===== src/hdl/ripple_params.svh =====
// offsets, field positions, reset values and timing counts of the ripple counter
`ifndef RIPPLE_PARAMS_SVH
`define RIPPLE_PARAMS_SVH

// ----------------------------------------------------------------------------
// register offsets (word index on the plain register port)
// ----------------------------------------------------------------------------
`define REG_CONTROL      8'h00
`define REG_MOTOR        8'h01
`define REG_FILTER       8'h02
`define REG_THRESHOLD    8'h03
`define REG_COUNT        8'h04
`define REG_STATUS       8'h05
`define REG_PERIOD       8'h06

// ----------------------------------------------------------------------------
// field positions
// ----------------------------------------------------------------------------
`define CTL_ENABLE       0
`define CTL_CLEAR        1
`define CTL_VSENSE       2
`define CTL_EC_DIS       3
`define CTL_EC_OUT_DIS   4
`define CTL_REPORT_HI    6
`define CTL_REPORT_LO    5
`define MOT_COND_HI      7
`define MOT_COND_LO      0
`define MOT_CSCALE_HI    9
`define MOT_CSCALE_LO    8
`define MOT_ESCALE_HI    11
`define MOT_ESCALE_LO    10
`define MOT_GAIN_HI      13
`define MOT_GAIN_LO      12
`define FLT_EMF_HI       7
`define FLT_EMF_LO       0
`define FLT_DAMP_HI      11
`define FLT_DAMP_LO      8
`define FLT_MECH_HI      15
`define FLT_MECH_LO      12
`define THR_VALUE_HI     7
`define THR_VALUE_LO     0
`define THR_SCALE_HI     9
`define THR_SCALE_LO     8
`define THR_OUTFLT_HI    13
`define THR_OUTFLT_LO    10
`define STS_DONE         0
`define STS_MUTED        1
`define STS_PULSE_PIN    2
`define STS_FAULT_PIN    3

// ----------------------------------------------------------------------------
// reset values and constants
// ----------------------------------------------------------------------------
`define RST_DAMPING      4'h8
`define RST_MECH         4'h4
`define RST_OUTPUT_FILTER_CUTOFF      4'h3
`define EMF_BASE         24
`define INSERT_LIMIT     4'hC
`define COUNT_MAX        16'hFFFF
`define CSHIFT_MIN       4'h5
`define CSHIFT_MAX       4'hB

// ----------------------------------------------------------------------------
// timing
// ----------------------------------------------------------------------------
`define CLK_PERIOD_NS    100
`define PULSE_TIME_NS    50000
`define PULSE_CYCLES     ((`PULSE_TIME_NS + `CLK_PERIOD_NS - 1) / `CLK_PERIOD_NS)

`endif


===== src/hdl/ripple_pkg.sv =====
// types shared by the ripple counter
package ripple_pkg;

	typedef enum logic [1:0] {EC_IDLE, EC_TRACK, EC_MUTED} ec_state_t;

	typedef logic [9:0] timer_t;

	typedef struct packed {
		logic       ripple_count_enable;
		logic       voltage_sense_filter_select;
		logic       error_corrector_disable;
		logic       corrector_output_disable;
		logic [1:0] ripple_fault_report_select;
		logic [7:0] scaled_motor_conductance;
		logic [1:0] conductance_scale_select;
		logic [1:0] backemf_constant_scale;
		logic [1:0] bandpass_gain_select;
		logic [7:0] backemf_constant_value;
		logic [3:0] bandpass_damping;
		logic [3:0] mechanical_lowpass_setting;
		logic [7:0] ripple_threshold_value;
		logic [1:0] ripple_threshold_scale;
		logic [3:0] output_filter_cutoff;
	} cfg_t;

	typedef struct packed {
		cfg_t               cfg;
		logic signed [23:0] lp_fast;
		logic signed [23:0] lp_slow;
		logic               armed;
		logic signed [23:0] v_filt;
		logic [31:0]        phase;
		ec_state_t          ec;
		logic               bp_seen;
		logic               accepted;
		logic [3:0]         insert_run;
		logic [15:0]        gap;
		logic signed [23:0] period;
		logic [15:0]        ripple_count_value;
		logic               count_reached_flag;
		timer_t             pulse_timer;
		timer_t             fault_timer;
		logic               rc_oe;
		logic               fault_oe;
		logic [15:0]        rdata;
	} state_t;

endpackage


===== src/hdl/motor_ripple_counter.sv =====
// sensorless ripple counter for a brushed dc motor driver
//
// Summary of operation
// - counting runs only while enable bit set
// - conductance scale codes give 2/64/1024/8192
// - emf scale codes give 24 times 2^8/9/12/13
// - bandpass input gain codes give 2/4/8/16
// - damping sets bandpass quality factor
// - bandpass centred on estimated ripple frequency
// - threshold count is value times scale
// - sixteen-bit ripple count register
// - done flag latches above threshold until clear
// - clear command zeroes count and done flag; a ripple in the same cycle leaves the count at 1
// - report select decides fault pin behaviour
// - threshold scale codes give 2/8/16/64
// - mechanical setting low-passes the counter response
// - sense select: analog at 0, digital at 1
// - digital sense is duty times supply
// - analog sense cut-off from output filter setting
// - corrector enabled at 0, disabled at 1
// - corrector keeps pulsing without real ripples
// - mute after twelve inserted pulses, none real
// - one 50 us positive pulse per ripple
// - report codes: hold or wrap, fault low
`timescale 1ns/100ps
`include "ripple_params.svh"

module motor_ripple_counter
	import ripple_pkg::*;
#(
	parameter logic signed [23:0] DETECT_HYSTERESIS = 24'h00_0040
) (
	input  wire logic        MCLK_I,
	input  wire logic        RST_I,
	input  wire logic [7:0]  ADDRESS_I,
	input  wire logic [15:0] WRITE_DATA_I,
	input  wire logic        WRITE_STROBE_I,
	input  wire logic        READ_STROBE_I,
	output logic      [15:0] READ_DATA_O,
	input  wire logic [15:0] CURRENT_SAMPLE_I,
	input  wire logic        SAMPLE_STROBE_I,
	input  wire logic [7:0]  PWM_DUTY_I,
	input  wire logic [11:0] MOTOR_SUPPLY_VOLTAGE_I,
	input  wire logic [11:0] OUTPUT_VOLTAGE_I,
	input  wire logic        RIPPLE_PULSE_OUTPUT_I,
	output logic             RIPPLE_PULSE_OUTPUT_O,
	output logic             RIPPLE_PULSE_OUTPUT_OE_O,
	input  wire logic        FAULT_OUTPUT_LOW_N_I,
	output logic             FAULT_OUTPUT_LOW_N_O,
	output logic             FAULT_OUTPUT_LOW_N_OE_O
);

	// ------------------------------------------------------------------------
	// scale decoding
	// ------------------------------------------------------------------------
	// every scale is a power of two, so it is applied as a shift
	function automatic logic [3:0] conductance_shift(input logic [1:0] sel);
		case (sel)
			2'h0:    conductance_shift = 4'h1;
			2'h1:    conductance_shift = 4'h6;
			2'h2:    conductance_shift = 4'hA;
			default: conductance_shift = 4'hD;
		endcase
	endfunction
	function automatic logic [3:0] emf_shift(input logic [1:0] sel);
		case (sel)
			2'h0:    emf_shift = 4'h8;
			2'h1:    emf_shift = 4'h9;
			2'h2:    emf_shift = 4'hC;
			default: emf_shift = 4'hD;
		endcase
	endfunction
	function automatic logic [3:0] threshold_shift(input logic [1:0] sel);
		case (sel)
			2'h0:    threshold_shift = 4'h1;
			2'h1:    threshold_shift = 4'h3;
			2'h2:    threshold_shift = 4'h4;
			default: threshold_shift = 4'h6;
		endcase
	endfunction
	// first-order low-pass step shared by the filters
	function automatic logic signed [23:0] lp_step(input logic signed [23:0] acc,
		input logic signed [23:0] target, input logic [3:0] sh);
		lp_step = acc + ((target - acc) >>> sh);
	endfunction
	// centre shift from the ripple period: one shift per octave of period
	function automatic logic [3:0] centre_shift(input logic signed [23:0] per);
		logic [3:0] pos;
		pos = 4'h0;
		for (int i = 0; i < 16; i++) begin
			if (per[i]) begin
				pos = 4'(i);
			end
		end
		if (pos < `CSHIFT_MIN) begin
			pos = `CSHIFT_MIN;
		end
		if (pos > `CSHIFT_MAX) begin
			pos = `CSHIFT_MAX;
		end
		centre_shift = pos;
	endfunction

	// ------------------------------------------------------------------------
	// state
	// ------------------------------------------------------------------------
	state_t             s;
	state_t             n;
	logic               clear;
	logic               running;
	logic               bp_pulse;
	logic               model_pulse;
	logic               emit;
	logic               wrap;
	logic [3:0]         cshift;
	logic [3:0]         band;
	logic signed [23:0] x;
	logic signed [23:0] bp;
	logic [19:0]        duty_prod;
	logic [11:0]        v_est;
	logic [19:0]        drive;
	logic signed [20:0] emf_i;
	logic [47:0]        phase_lhs;
	logic [47:0]        phase_rhs;
	logic [16:0]        thr_count;
	always_comb begin
		n           = s;
		clear       = 1'b0;
		bp_pulse    = 1'b0;
		model_pulse = 1'b0;
		emit        = 1'b0;
		wrap        = 1'b0;
		running     = s.cfg.ripple_count_enable;

		// --------------------------------------------------------------------
		// register writes
		// --------------------------------------------------------------------
		if (WRITE_STROBE_I) begin
			case (ADDRESS_I)
				`REG_CONTROL: begin
					n.cfg.ripple_count_enable         = WRITE_DATA_I[`CTL_ENABLE];
					n.cfg.voltage_sense_filter_select = WRITE_DATA_I[`CTL_VSENSE];
					n.cfg.error_corrector_disable     = WRITE_DATA_I[`CTL_EC_DIS];
					n.cfg.corrector_output_disable    = WRITE_DATA_I[`CTL_EC_OUT_DIS];
					n.cfg.ripple_fault_report_select  = WRITE_DATA_I[`CTL_REPORT_HI:`CTL_REPORT_LO];
					clear                             = WRITE_DATA_I[`CTL_CLEAR];
				end
				`REG_MOTOR: begin
					n.cfg.scaled_motor_conductance = WRITE_DATA_I[`MOT_COND_HI:`MOT_COND_LO];
					n.cfg.conductance_scale_select = WRITE_DATA_I[`MOT_CSCALE_HI:`MOT_CSCALE_LO];
					n.cfg.backemf_constant_scale   = WRITE_DATA_I[`MOT_ESCALE_HI:`MOT_ESCALE_LO];
					n.cfg.bandpass_gain_select     = WRITE_DATA_I[`MOT_GAIN_HI:`MOT_GAIN_LO];
				end
				`REG_FILTER: begin
					n.cfg.backemf_constant_value     = WRITE_DATA_I[`FLT_EMF_HI:`FLT_EMF_LO];
					n.cfg.bandpass_damping           = WRITE_DATA_I[`FLT_DAMP_HI:`FLT_DAMP_LO];
					n.cfg.mechanical_lowpass_setting = WRITE_DATA_I[`FLT_MECH_HI:`FLT_MECH_LO];
				end
				`REG_THRESHOLD: begin
					n.cfg.ripple_threshold_value = WRITE_DATA_I[`THR_VALUE_HI:`THR_VALUE_LO];
					n.cfg.ripple_threshold_scale = WRITE_DATA_I[`THR_SCALE_HI:`THR_SCALE_LO];
					n.cfg.output_filter_cutoff   = WRITE_DATA_I[`THR_OUTFLT_HI:`THR_OUTFLT_LO];
				end
				default: begin
				end
			endcase
		end

		// --------------------------------------------------------------------
		// band-pass ripple detector
		// --------------------------------------------------------------------
		// shift amount widened so code 3 gives x16 instead of wrapping to x1
		x      = 24'(CURRENT_SAMPLE_I) <<< (3'(s.cfg.bandpass_gain_select) + 3'h1);
		cshift = centre_shift(s.period);
		// a high damping value brings the poles together, narrowing the band
		band   = 4'(((4'hF - s.cfg.bandpass_damping) >> 2) + 4'h1);
		bp     = s.lp_fast - s.lp_slow;
		if (running && SAMPLE_STROBE_I) begin
			n.lp_fast = lp_step(s.lp_fast, x, cshift - band);
			n.lp_slow = lp_step(s.lp_slow, x, cshift + band);
			if (bp < -DETECT_HYSTERESIS) begin
				n.armed = 1'b1;
			end else if (s.armed && bp > DETECT_HYSTERESIS) begin
				n.armed  = 1'b0;
				bp_pulse = 1'b1;
			end
		end

		// --------------------------------------------------------------------
		// motor voltage estimate and back-emf ripple model
		// --------------------------------------------------------------------
		duty_prod = 20'(PWM_DUTY_I * MOTOR_SUPPLY_VOLTAGE_I);
		if (SAMPLE_STROBE_I) begin
			n.v_filt = lp_step(s.v_filt, 24'(OUTPUT_VOLTAGE_I), s.cfg.output_filter_cutoff);
		end
		if (s.cfg.voltage_sense_filter_select) begin
			v_est = duty_prod[19:8];
		end else begin
			v_est = s.v_filt[11:0];
		end
		// current the supply would push through the winding resistance alone
		drive     = 20'(v_est * s.cfg.scaled_motor_conductance) >> conductance_shift(s.cfg.conductance_scale_select);
		emf_i     = 21'(drive) - 21'(CURRENT_SAMPLE_I);
		// emf integral meets the per-ripple constant once per ripple; cross-multiplied, no divider
		phase_lhs = 48'(s.phase) << conductance_shift(s.cfg.conductance_scale_select);
		phase_rhs = (48'(s.cfg.backemf_constant_value) * 48'(`EMF_BASE) * 48'(s.cfg.scaled_motor_conductance))
			<< emf_shift(s.cfg.backemf_constant_scale);
		if (running && SAMPLE_STROBE_I) begin
			if (phase_rhs != 48'h0000_0000_0000 && phase_lhs >= phase_rhs) begin
				model_pulse = 1'b1;
				n.phase     = 32'h0000_0000;
			end else if (emf_i > 21'sh00_0000) begin
				n.phase = s.phase + 32'(emf_i[19:0]);
			end
			if (s.gap != 16'hFFFF) begin
				n.gap = s.gap + 16'h0001;
			end
		end

		// --------------------------------------------------------------------
		// error corrector
		// --------------------------------------------------------------------
		if (!running || s.cfg.error_corrector_disable) begin
			n.ec       = EC_IDLE;
			n.bp_seen  = 1'b0;
			n.accepted = 1'b0;
			n.insert_run = 4'h0;
		end else if (s.ec == EC_IDLE) begin
			n.ec = EC_TRACK;
		end else if (bp_pulse) begin
			// a second real ripple in one expected interval is an extra one
			if (!s.accepted) begin
				emit         = 1'b1;
				n.ec         = EC_TRACK;
				n.accepted   = 1'b1;
				n.bp_seen    = 1'b1;
				n.insert_run = 4'h0;
				n.gap        = 16'h0000;
				n.period     = lp_step(s.period, 24'(s.gap), s.cfg.mechanical_lowpass_setting);
			end
		end else if (model_pulse) begin
			n.bp_seen  = 1'b0;
			n.accepted = 1'b0;
			if (!s.bp_seen) begin
				emit = (s.ec == EC_TRACK);
				if (s.insert_run != `INSERT_LIMIT) begin
					n.insert_run = s.insert_run + 4'h1;
				end
				if (s.cfg.corrector_output_disable && s.insert_run + 4'h1 >= `INSERT_LIMIT) begin
					n.ec = EC_MUTED;
				end
			end
		end

		// --------------------------------------------------------------------
		// ripple counter and done flag
		// --------------------------------------------------------------------
		if (emit) begin
			if (s.ripple_count_value == `COUNT_MAX) begin
				if (s.cfg.ripple_fault_report_select[0]) begin
					n.ripple_count_value = 16'h0000;
					wrap                 = 1'b1;
				end
			end else begin
				n.ripple_count_value = s.ripple_count_value + 16'h0001;
			end
		end
		if (clear) begin
			n.ripple_count_value = {15'h0000, emit};
		end
		thr_count = 17'(s.cfg.ripple_threshold_value) << threshold_shift(s.cfg.ripple_threshold_scale);
		// set is judged on the cleared count, so a clear never re-arms itself
		n.count_reached_flag = (17'(n.ripple_count_value) > thr_count)
			| (s.count_reached_flag & ~clear);

		// --------------------------------------------------------------------
		// pin timing
		// --------------------------------------------------------------------
		if (emit) begin
			n.pulse_timer = timer_t'(`PULSE_CYCLES);
		end else if (s.pulse_timer != timer_t'(0)) begin
			n.pulse_timer = s.pulse_timer - timer_t'(1);
		end
		if (wrap && s.cfg.ripple_fault_report_select == 2'h3) begin
			n.fault_timer = timer_t'(`PULSE_CYCLES);
		end else if (s.fault_timer != timer_t'(0)) begin
			n.fault_timer = s.fault_timer - timer_t'(1);
		end
		// open drain: released while the pulse is high, pulled low otherwise
		n.rc_oe = (n.pulse_timer == timer_t'(0));
		case (s.cfg.ripple_fault_report_select)
			2'h2:    n.fault_oe = n.count_reached_flag;
			2'h3:    n.fault_oe = (n.fault_timer != timer_t'(0));
			default: n.fault_oe = 1'b0;
		endcase

		// --------------------------------------------------------------------
		// register reads
		// --------------------------------------------------------------------
		n.rdata = 16'h0000;
		if (READ_STROBE_I) begin
			case (ADDRESS_I)
				`REG_CONTROL: begin
					n.rdata[`CTL_ENABLE]                    = s.cfg.ripple_count_enable;
					n.rdata[`CTL_VSENSE]                    = s.cfg.voltage_sense_filter_select;
					n.rdata[`CTL_EC_DIS]                    = s.cfg.error_corrector_disable;
					n.rdata[`CTL_EC_OUT_DIS]                = s.cfg.corrector_output_disable;
					n.rdata[`CTL_REPORT_HI:`CTL_REPORT_LO]  = s.cfg.ripple_fault_report_select;
				end
				`REG_MOTOR: begin
					n.rdata[`MOT_COND_HI:`MOT_COND_LO]      = s.cfg.scaled_motor_conductance;
					n.rdata[`MOT_CSCALE_HI:`MOT_CSCALE_LO]  = s.cfg.conductance_scale_select;
					n.rdata[`MOT_ESCALE_HI:`MOT_ESCALE_LO]  = s.cfg.backemf_constant_scale;
					n.rdata[`MOT_GAIN_HI:`MOT_GAIN_LO]      = s.cfg.bandpass_gain_select;
				end
				`REG_FILTER: begin
					n.rdata[`FLT_EMF_HI:`FLT_EMF_LO]        = s.cfg.backemf_constant_value;
					n.rdata[`FLT_DAMP_HI:`FLT_DAMP_LO]      = s.cfg.bandpass_damping;
					n.rdata[`FLT_MECH_HI:`FLT_MECH_LO]      = s.cfg.mechanical_lowpass_setting;
				end
				`REG_THRESHOLD: begin
					n.rdata[`THR_VALUE_HI:`THR_VALUE_LO]    = s.cfg.ripple_threshold_value;
					n.rdata[`THR_SCALE_HI:`THR_SCALE_LO]    = s.cfg.ripple_threshold_scale;
					n.rdata[`THR_OUTFLT_HI:`THR_OUTFLT_LO]  = s.cfg.output_filter_cutoff;
				end
				`REG_COUNT: begin
					n.rdata = s.ripple_count_value;
				end
				`REG_STATUS: begin
					n.rdata[`STS_DONE]      = s.count_reached_flag;
					n.rdata[`STS_MUTED]     = (s.ec == EC_MUTED);
					n.rdata[`STS_PULSE_PIN] = RIPPLE_PULSE_OUTPUT_I;
					n.rdata[`STS_FAULT_PIN] = FAULT_OUTPUT_LOW_N_I;
				end
				`REG_PERIOD: begin
					n.rdata = s.period[15:0];
				end
				default: begin
				end
			endcase
		end
	end

	// ------------------------------------------------------------------------
	// state register
	// ------------------------------------------------------------------------
	always_ff @(posedge MCLK_I) begin
		if (RST_I) begin
			s                                <= '0;
			s.cfg.bandpass_damping           <= `RST_DAMPING;
			s.cfg.mechanical_lowpass_setting <= `RST_MECH;
			s.cfg.output_filter_cutoff       <= `RST_OUTPUT_FILTER_CUTOFF;
			s.ec                             <= EC_IDLE;
			s.rc_oe                          <= 1'b1;
		end else begin
			s <= n;
		end
	end

	// ------------------------------------------------------------------------
	// outputs
	// ------------------------------------------------------------------------
	// both pins are open drain: the driven level is always low
	assign READ_DATA_O             = s.rdata;
	assign RIPPLE_PULSE_OUTPUT_O   = s.fault_oe & 1'b0;
	assign RIPPLE_PULSE_OUTPUT_OE_O = s.rc_oe;
	assign FAULT_OUTPUT_LOW_N_O    = s.rc_oe & 1'b0;
	assign FAULT_OUTPUT_LOW_N_OE_O = s.fault_oe;

endmodule // motor_ripple_counter


===== config.mk =====
export PLATFORM = sky130hd
export DESIGN_NAME = motor_ripple_counter
export DESIGN_NICKNAME = d
export VERILOG_FILES = /design/src/hdl/ripple_pkg.sv /design/src/hdl/motor_ripple_counter.sv
export VERILOG_INCLUDE_DIRS = /design/src /design/src/hdl
export SDC_FILE = /design/constraint.sdc
export NUM_CORES = 2
export LEC_CHECK = 0
export BUFFER_PORTS_ARGS = -buffer_cell sky130_fd_sc_hd__buf_2
export CAP_MARGIN = 20
export CORE_MARGIN = 3
export CORE_UTILIZATION = 60
export DETAILED_ROUTE_END_ITERATION = 10
export PLACE_DENSITY = 0.76
export SKIP_LAST_GASP = 1
export SYNTH_ARGS = -nofsm -noshare
export SYNTH_HDL_FRONTEND = slang
export SYNTH_SLANG_ARGS = --single-unit

===== constraint.sdc =====
create_clock -name MCLK_I -period 12.8 [get_ports MCLK_I]
set_input_delay 1.28 -clock MCLK_I [delete_from_list [all_inputs] [get_ports MCLK_I]]
set_output_delay 1.28 -clock MCLK_I [all_outputs]
set_load 0.05 [all_outputs]

# Word-level counts from Yosys, hierarchy flattened
# Cells that the tools add are included.
# word_totals
register_bits,258
in_bits,79
word_cells,214
output_inout_bits,20
# classes
order_cmp,8
n_reduce_logical,39
add_sub_neg,21
eq_ne,23
bitwise,7
mul,4
n_mux,69
n_shift,9
# ops
operator,n
$mux 40,3
$add 24x24->24,4
$mux 16,6
$sshr 24x4->24,4
$mux 4,18
$sub 24x24->24,3
$mux 32,2
$ge 48x48->1,1
$mux 48,1
$reduce_bool 48->1,1
$shl 21x4->48,1
$shl 32x4->48,1
$mux 10,4
$pmux 7 s5,1
$add 16x1->16 const B,2
$add 32x20->32,1
$reduce_bool 10->1,3
$eq 8x3->1 const B,3
$gt 24x8->1 const B,1
$lt 24x7->1 const B,1
$sshl 16x3->24,1
$sub 13x24->24,1
$sub 17x24->24,1
$gt 21x1->1 const B,1
57 further kinds,115

# Logic depth before layout (Yosys ltp)
# depth
word_depth,22
ltp_mapped,62
depth_no_buf,61

# Least setup slack after synthesis
# Ideal clock, no wire load.
# synth_path
kind,input to register
startpoint,in PWM_DUTY_I[2]
endpoint,reg s[134] (netlist name)
n_path_buf,1
path_stages,59
arrival_time_ns,13.880
path_slack_ns,-1.150
setup_ns,0.070
required_time_ns,12.730
cell_sequence,clkbuf_1 and2_1 ha_1 inv_1 fa_1 inv_1 ha_1 inv_1 fa_1 inv_1 ha_1 and3_1 a41o_1 a21o_1 a21o_1 a21oi_1 o21bai_1 a2111oi_0 [23 not listed] ha_1 or3_1 nor3_1 o21ai_0 a21o_1 a2111o_1 nand3_1 nand2_1 a21o_1 a221oi_2 ha_1 nor3_1 nor2_1 a31o_2 a21o_1 nand4_1 or3_1 a21oi_1
# synth_via
elab_chain_len,8
word_cells_on_any_way,11
cone_classes,add/sub: 2; mul: 2; order compare: 1; shift: 1; mux: 3; reduce/logical: 2
# synth_rtl
item,line_no,source
start: declaration,motor_ripple_counter.sv:42,"input wire logic [7:0] PWM_DUTY_I,"
$mul 8x12->20 (*),motor_ripple_counter.sv:192,duty_prod = 20'(PWM_DUTY_I * MOTOR_SUPPLY_VOLTAGE_I);
$mux 12 (*),motor_ripple_counter.sv:196,if (s.cfg.voltage_sense_filter_select) begin
$mul 12x8->20 (*),motor_ripple_counter.sv:202,drive = 20'(v_est * s.cfg.scaled_motor_conductance) >> conductance_shift(s.cfg.conductance_scale_select);
$shr 20x4->20 (*),motor_ripple_counter.sv:202,
$sub 20x16->21 (*),motor_ripple_counter.sv:203,emf_i = 21'(drive) - 21'(CURRENT_SAMPLE_I);
$add 32x20->32 or $gt 21x1->1 (tied branches),"motor_ripple_counter.sv:213, motor_ripple_counter.sv:212",
$mux 32 or $reduce_bool 2->1 (tied branches),--,
$mux 32 or $reduce_and 2->1 (tied branches),--,
end signal: assignment,motor_ripple_counter.sv:356,s <= n;
end: declaration,motor_ripple_counter.sv:107,state_t s;
# Mark *: on every way between the ends. The rest lies on a longest branch, timed or not. The select of a mux whose other input is x is not followed.
# A chain may end at the register's enable or synchronous reset.

# Worst setup path in the final report
# Ends and elaborated chain as after synthesis.

==> flow_summary.yaml <==
floorplanning:
  floorplan.die.height_microns: 261.0
  start_util_pct: 61.28
  std_cell_rows: 92
  boundaryPins: 99
  area_of_the_die_sq_um: 68110
  floorplan.die.width_microns: 261.0
  core_area_sq_um: 63660
clock_tree:
  cts-hold-fix-buffers: 0
  clk_path_buf_depth: 3
  htreeDepth: 2
  cts.clk_slew.worst_paths_ps: 60
  cts_inserted_buffers: 34
  clock_latency_ps: 570
  cts_root_buffer_type: "clkbuf_16"
  cts_sink_count: 258
  tritoncts_clock_tree: "built"
setup_path:
  type_of_destination_of_the_critical_path: "flop"
  timing_worst_setup_path_type: "input port to flop"
  critical_path_peak_fanout: 8
  endpoint_arrival_time_on_the_critical_path_ps: 13430
  cpPeakStageDelay_ps: 590
  required_ps: 13280
  timing.critical_path.slowest_stage_cell: "fa_1"
  critPathMostFrequentCell: "fa_1"
  cp_top_family: "adder cells"
  worstSetupStartpointType: "input port"
  worst-path-buf-inv: 9
status:
  outcome: "complete, but fails checks"
  violated_checks: "setup timing"
detailed_routing:
  drt_pass1_iterations: 6
  ant_nets: 0
  avgRoutedWirePerCell_microns: 18.32
  detail_route.iter0.violations: 3482
  vias: 38120
  mean_number_of_vias_per_cell: 6.128
  drcViolationCount: 0
  wl_mm: 114.0
sta:
  rsz_0062_raised_after_global_routing: "true"
  max_slew.worst_pin.slew_ps: 1116
  relSlewSlack_pct: 25.45
  final_min_period_over_clock_period_pct: 101.2
  crit_path_setup_slack_layout_ps: -151.8
  max_clock_freq_mhz: 77.21
  fin_hold_ws_ps: 457.5
  period_minus_slack_ps: 12950
  hold_viol: 0
  setup_viol: 13
  slew_violations: 0
  finClkSkew_ps: 19.06
placement:
  numPlacedInstances: 6117
  placement.setup.worst_slack_ps: -1052
  buffer_ports.inserted: 96
  hpwlAfterDp_mm: 88.28
  routabilityCongestion: 0.9592
  place_area_sq_um: 41620
global_route:
  groute.layer.met2.usage_pct: 53.15
  grt_pass1_wl_mm: 183.9
  gr-total-overflow: 0
  antenna_found_initial: 6
  grt_busiest_layer: "met2"
  grt_use_total_pct: 32.63
  pin_count_of_the_biggest_net_entering_global_routing: 101
  met1_use_gr_pct: 44.80
  first_global_vias: 36040
  met3_layer_usage_reported_by_global_route_pct: 4.835
final_layout:
  final_cell_area_sq_um: 43870
  fill_cells: 5387
  design.final.nets: 6015
  finish.cell_count_without_fillers: 6220
  layout-drive-gt1-share_pct: 13.52
  syn2layout_area_growth_pct: 12.45
power:
  ir_drop_mv: 0.09270
  power_density_over_cell_area_nw_per_um2: 90.97
  p_leak_nw: 19.79
logic_synthesis:
  yosys.cell_types.count: 98
  synth.cells.most_frequent: "nand2_1, a21oi_1, ha_1"
  synth_area_leader_cell: "dfxtp_1"
  ys_warns: 0
  yosys_most_used_dff: "dfxtp_1"
  ys_async_sr_fraction_pct: 0
  netlist.area_leader.share_pct: 13.24
  postSynthRegisterBits: 258
  syn_area_sq_um: 39010
  sequential_element_share_of_the_synthesized_area_pct: 13.24
  syn-instance-count: 5183
  synth-edff-count: 0
  yosys.cell_count.top_type: "nand2_1"
  synth.top_cells.by_area: "dfxtp_1, ha_1, fa_1, mux2i_1, a21oi_1"
  post_synth.cell_area_avg_sq_um: 7.526
flow_run:
  drv_cap: 0
hold_path:
  hold_class: "flop to flop"
[report_power, final]
group	switching, mW	internal (mW)
registers	0.0850	0.858
logic	1.13	0.945
clock network	0.408	0.566
total	1.62	2.37
[worst paths after layout]
path / startpoint / endpoint / slack [ps] / cells after the start
max: PWM_DUTY_I[2] / s[134] / -150 / 56
min: s[227] / s[227] / 460 / 2
max reg2reg: s[231] / FAULT_OUTPUT_LOW_N_OE_O / 1130 / 50
min reg2reg: s[227] / s[227] / 460 / 2
[routing by layer]
metal | routed length [microns] | share of wire (%)
met2 | 51950 | 46
met4 | 3621 | 3.2
met1 | 49440 | 43
met3 | 8913 | 7.8
met5 | 27 | 0.024
[sequential cells by signal, summed over array words and instances, names as in the netlist]
register                  count
s                           239
READ_DATA_O                  16
FAULT_OUTPUT_LOW_N_OE_O       1
RIPPLE_PULSE_OUTPUT_OE_O      1
running                       1
[kinds of logic after synthesis]
family	Yosys count	synth area share (%)
and+or+nand+nor	1808	22.20
adders and majority gates	589	22.38
xor gates and xnor gates	257	5.770
DFF	258	13.24
other	2	0.01925
AOI/OAI and AO/OA	1311	21.43
buffers and inverters	661	6.627
muxes	297	8.340
[stage by stage]
stage                     util (%)  power (mW)  setup TNS, ps
final                        68.91       3.991          -1203
after global routing         68.91       4.256         -14950
after CTS                    68.07       3.919         -61.88
after detailed placement     65.38       2.868         -28620
after global placement       65.38       2.820         -22120
after floorplan                  -       2.389         -41.96
[area by class of cell]
type                       instances  area (sq um)  share of cell area, %
antenna                            4         10.01                0.02282
clock buffer                      40         934.6                  2.131
tap                              846          1059                  2.413
timing repair buffer             375          2748                  6.264
clock inverter                    19         177.7                 0.4050
multi-input combinational       4266         32230                  73.47
inverter                         412          1546                  3.525
sequential                       258          5165                  11.77
[worst min-delay path: stages (launching register included)]
cell and delay, ps:
dfxtp_1 310, nand2_1 50, a21oi_1 50
[placed cells by master (no fill, tap or decap), types with 109 or more instances in the layout]
cell type	Yosys	layout
buf_4	19	268
fa_1	181	177
mux2i_1	235	225
and2_1	156	141
nor3_1	118	109
a21oi_1	463	448
inv_1	403	394
ha_1	408	391
nor2_1	398	390
dfxtp_1	258	258
o21ai_0	238	221
nand2_1	605	598
xnor2_1	171	163
[what timing repair did]
item	4_1_cts	5_1_grt
endpoints found under the setup margin	32	32
gates resized for setup	94	92
hold endpoints to repair	0	0
pin swaps	88	73
gates cloned	0	3
setup buffers	30	8
(Power assumes the default switching activity.)
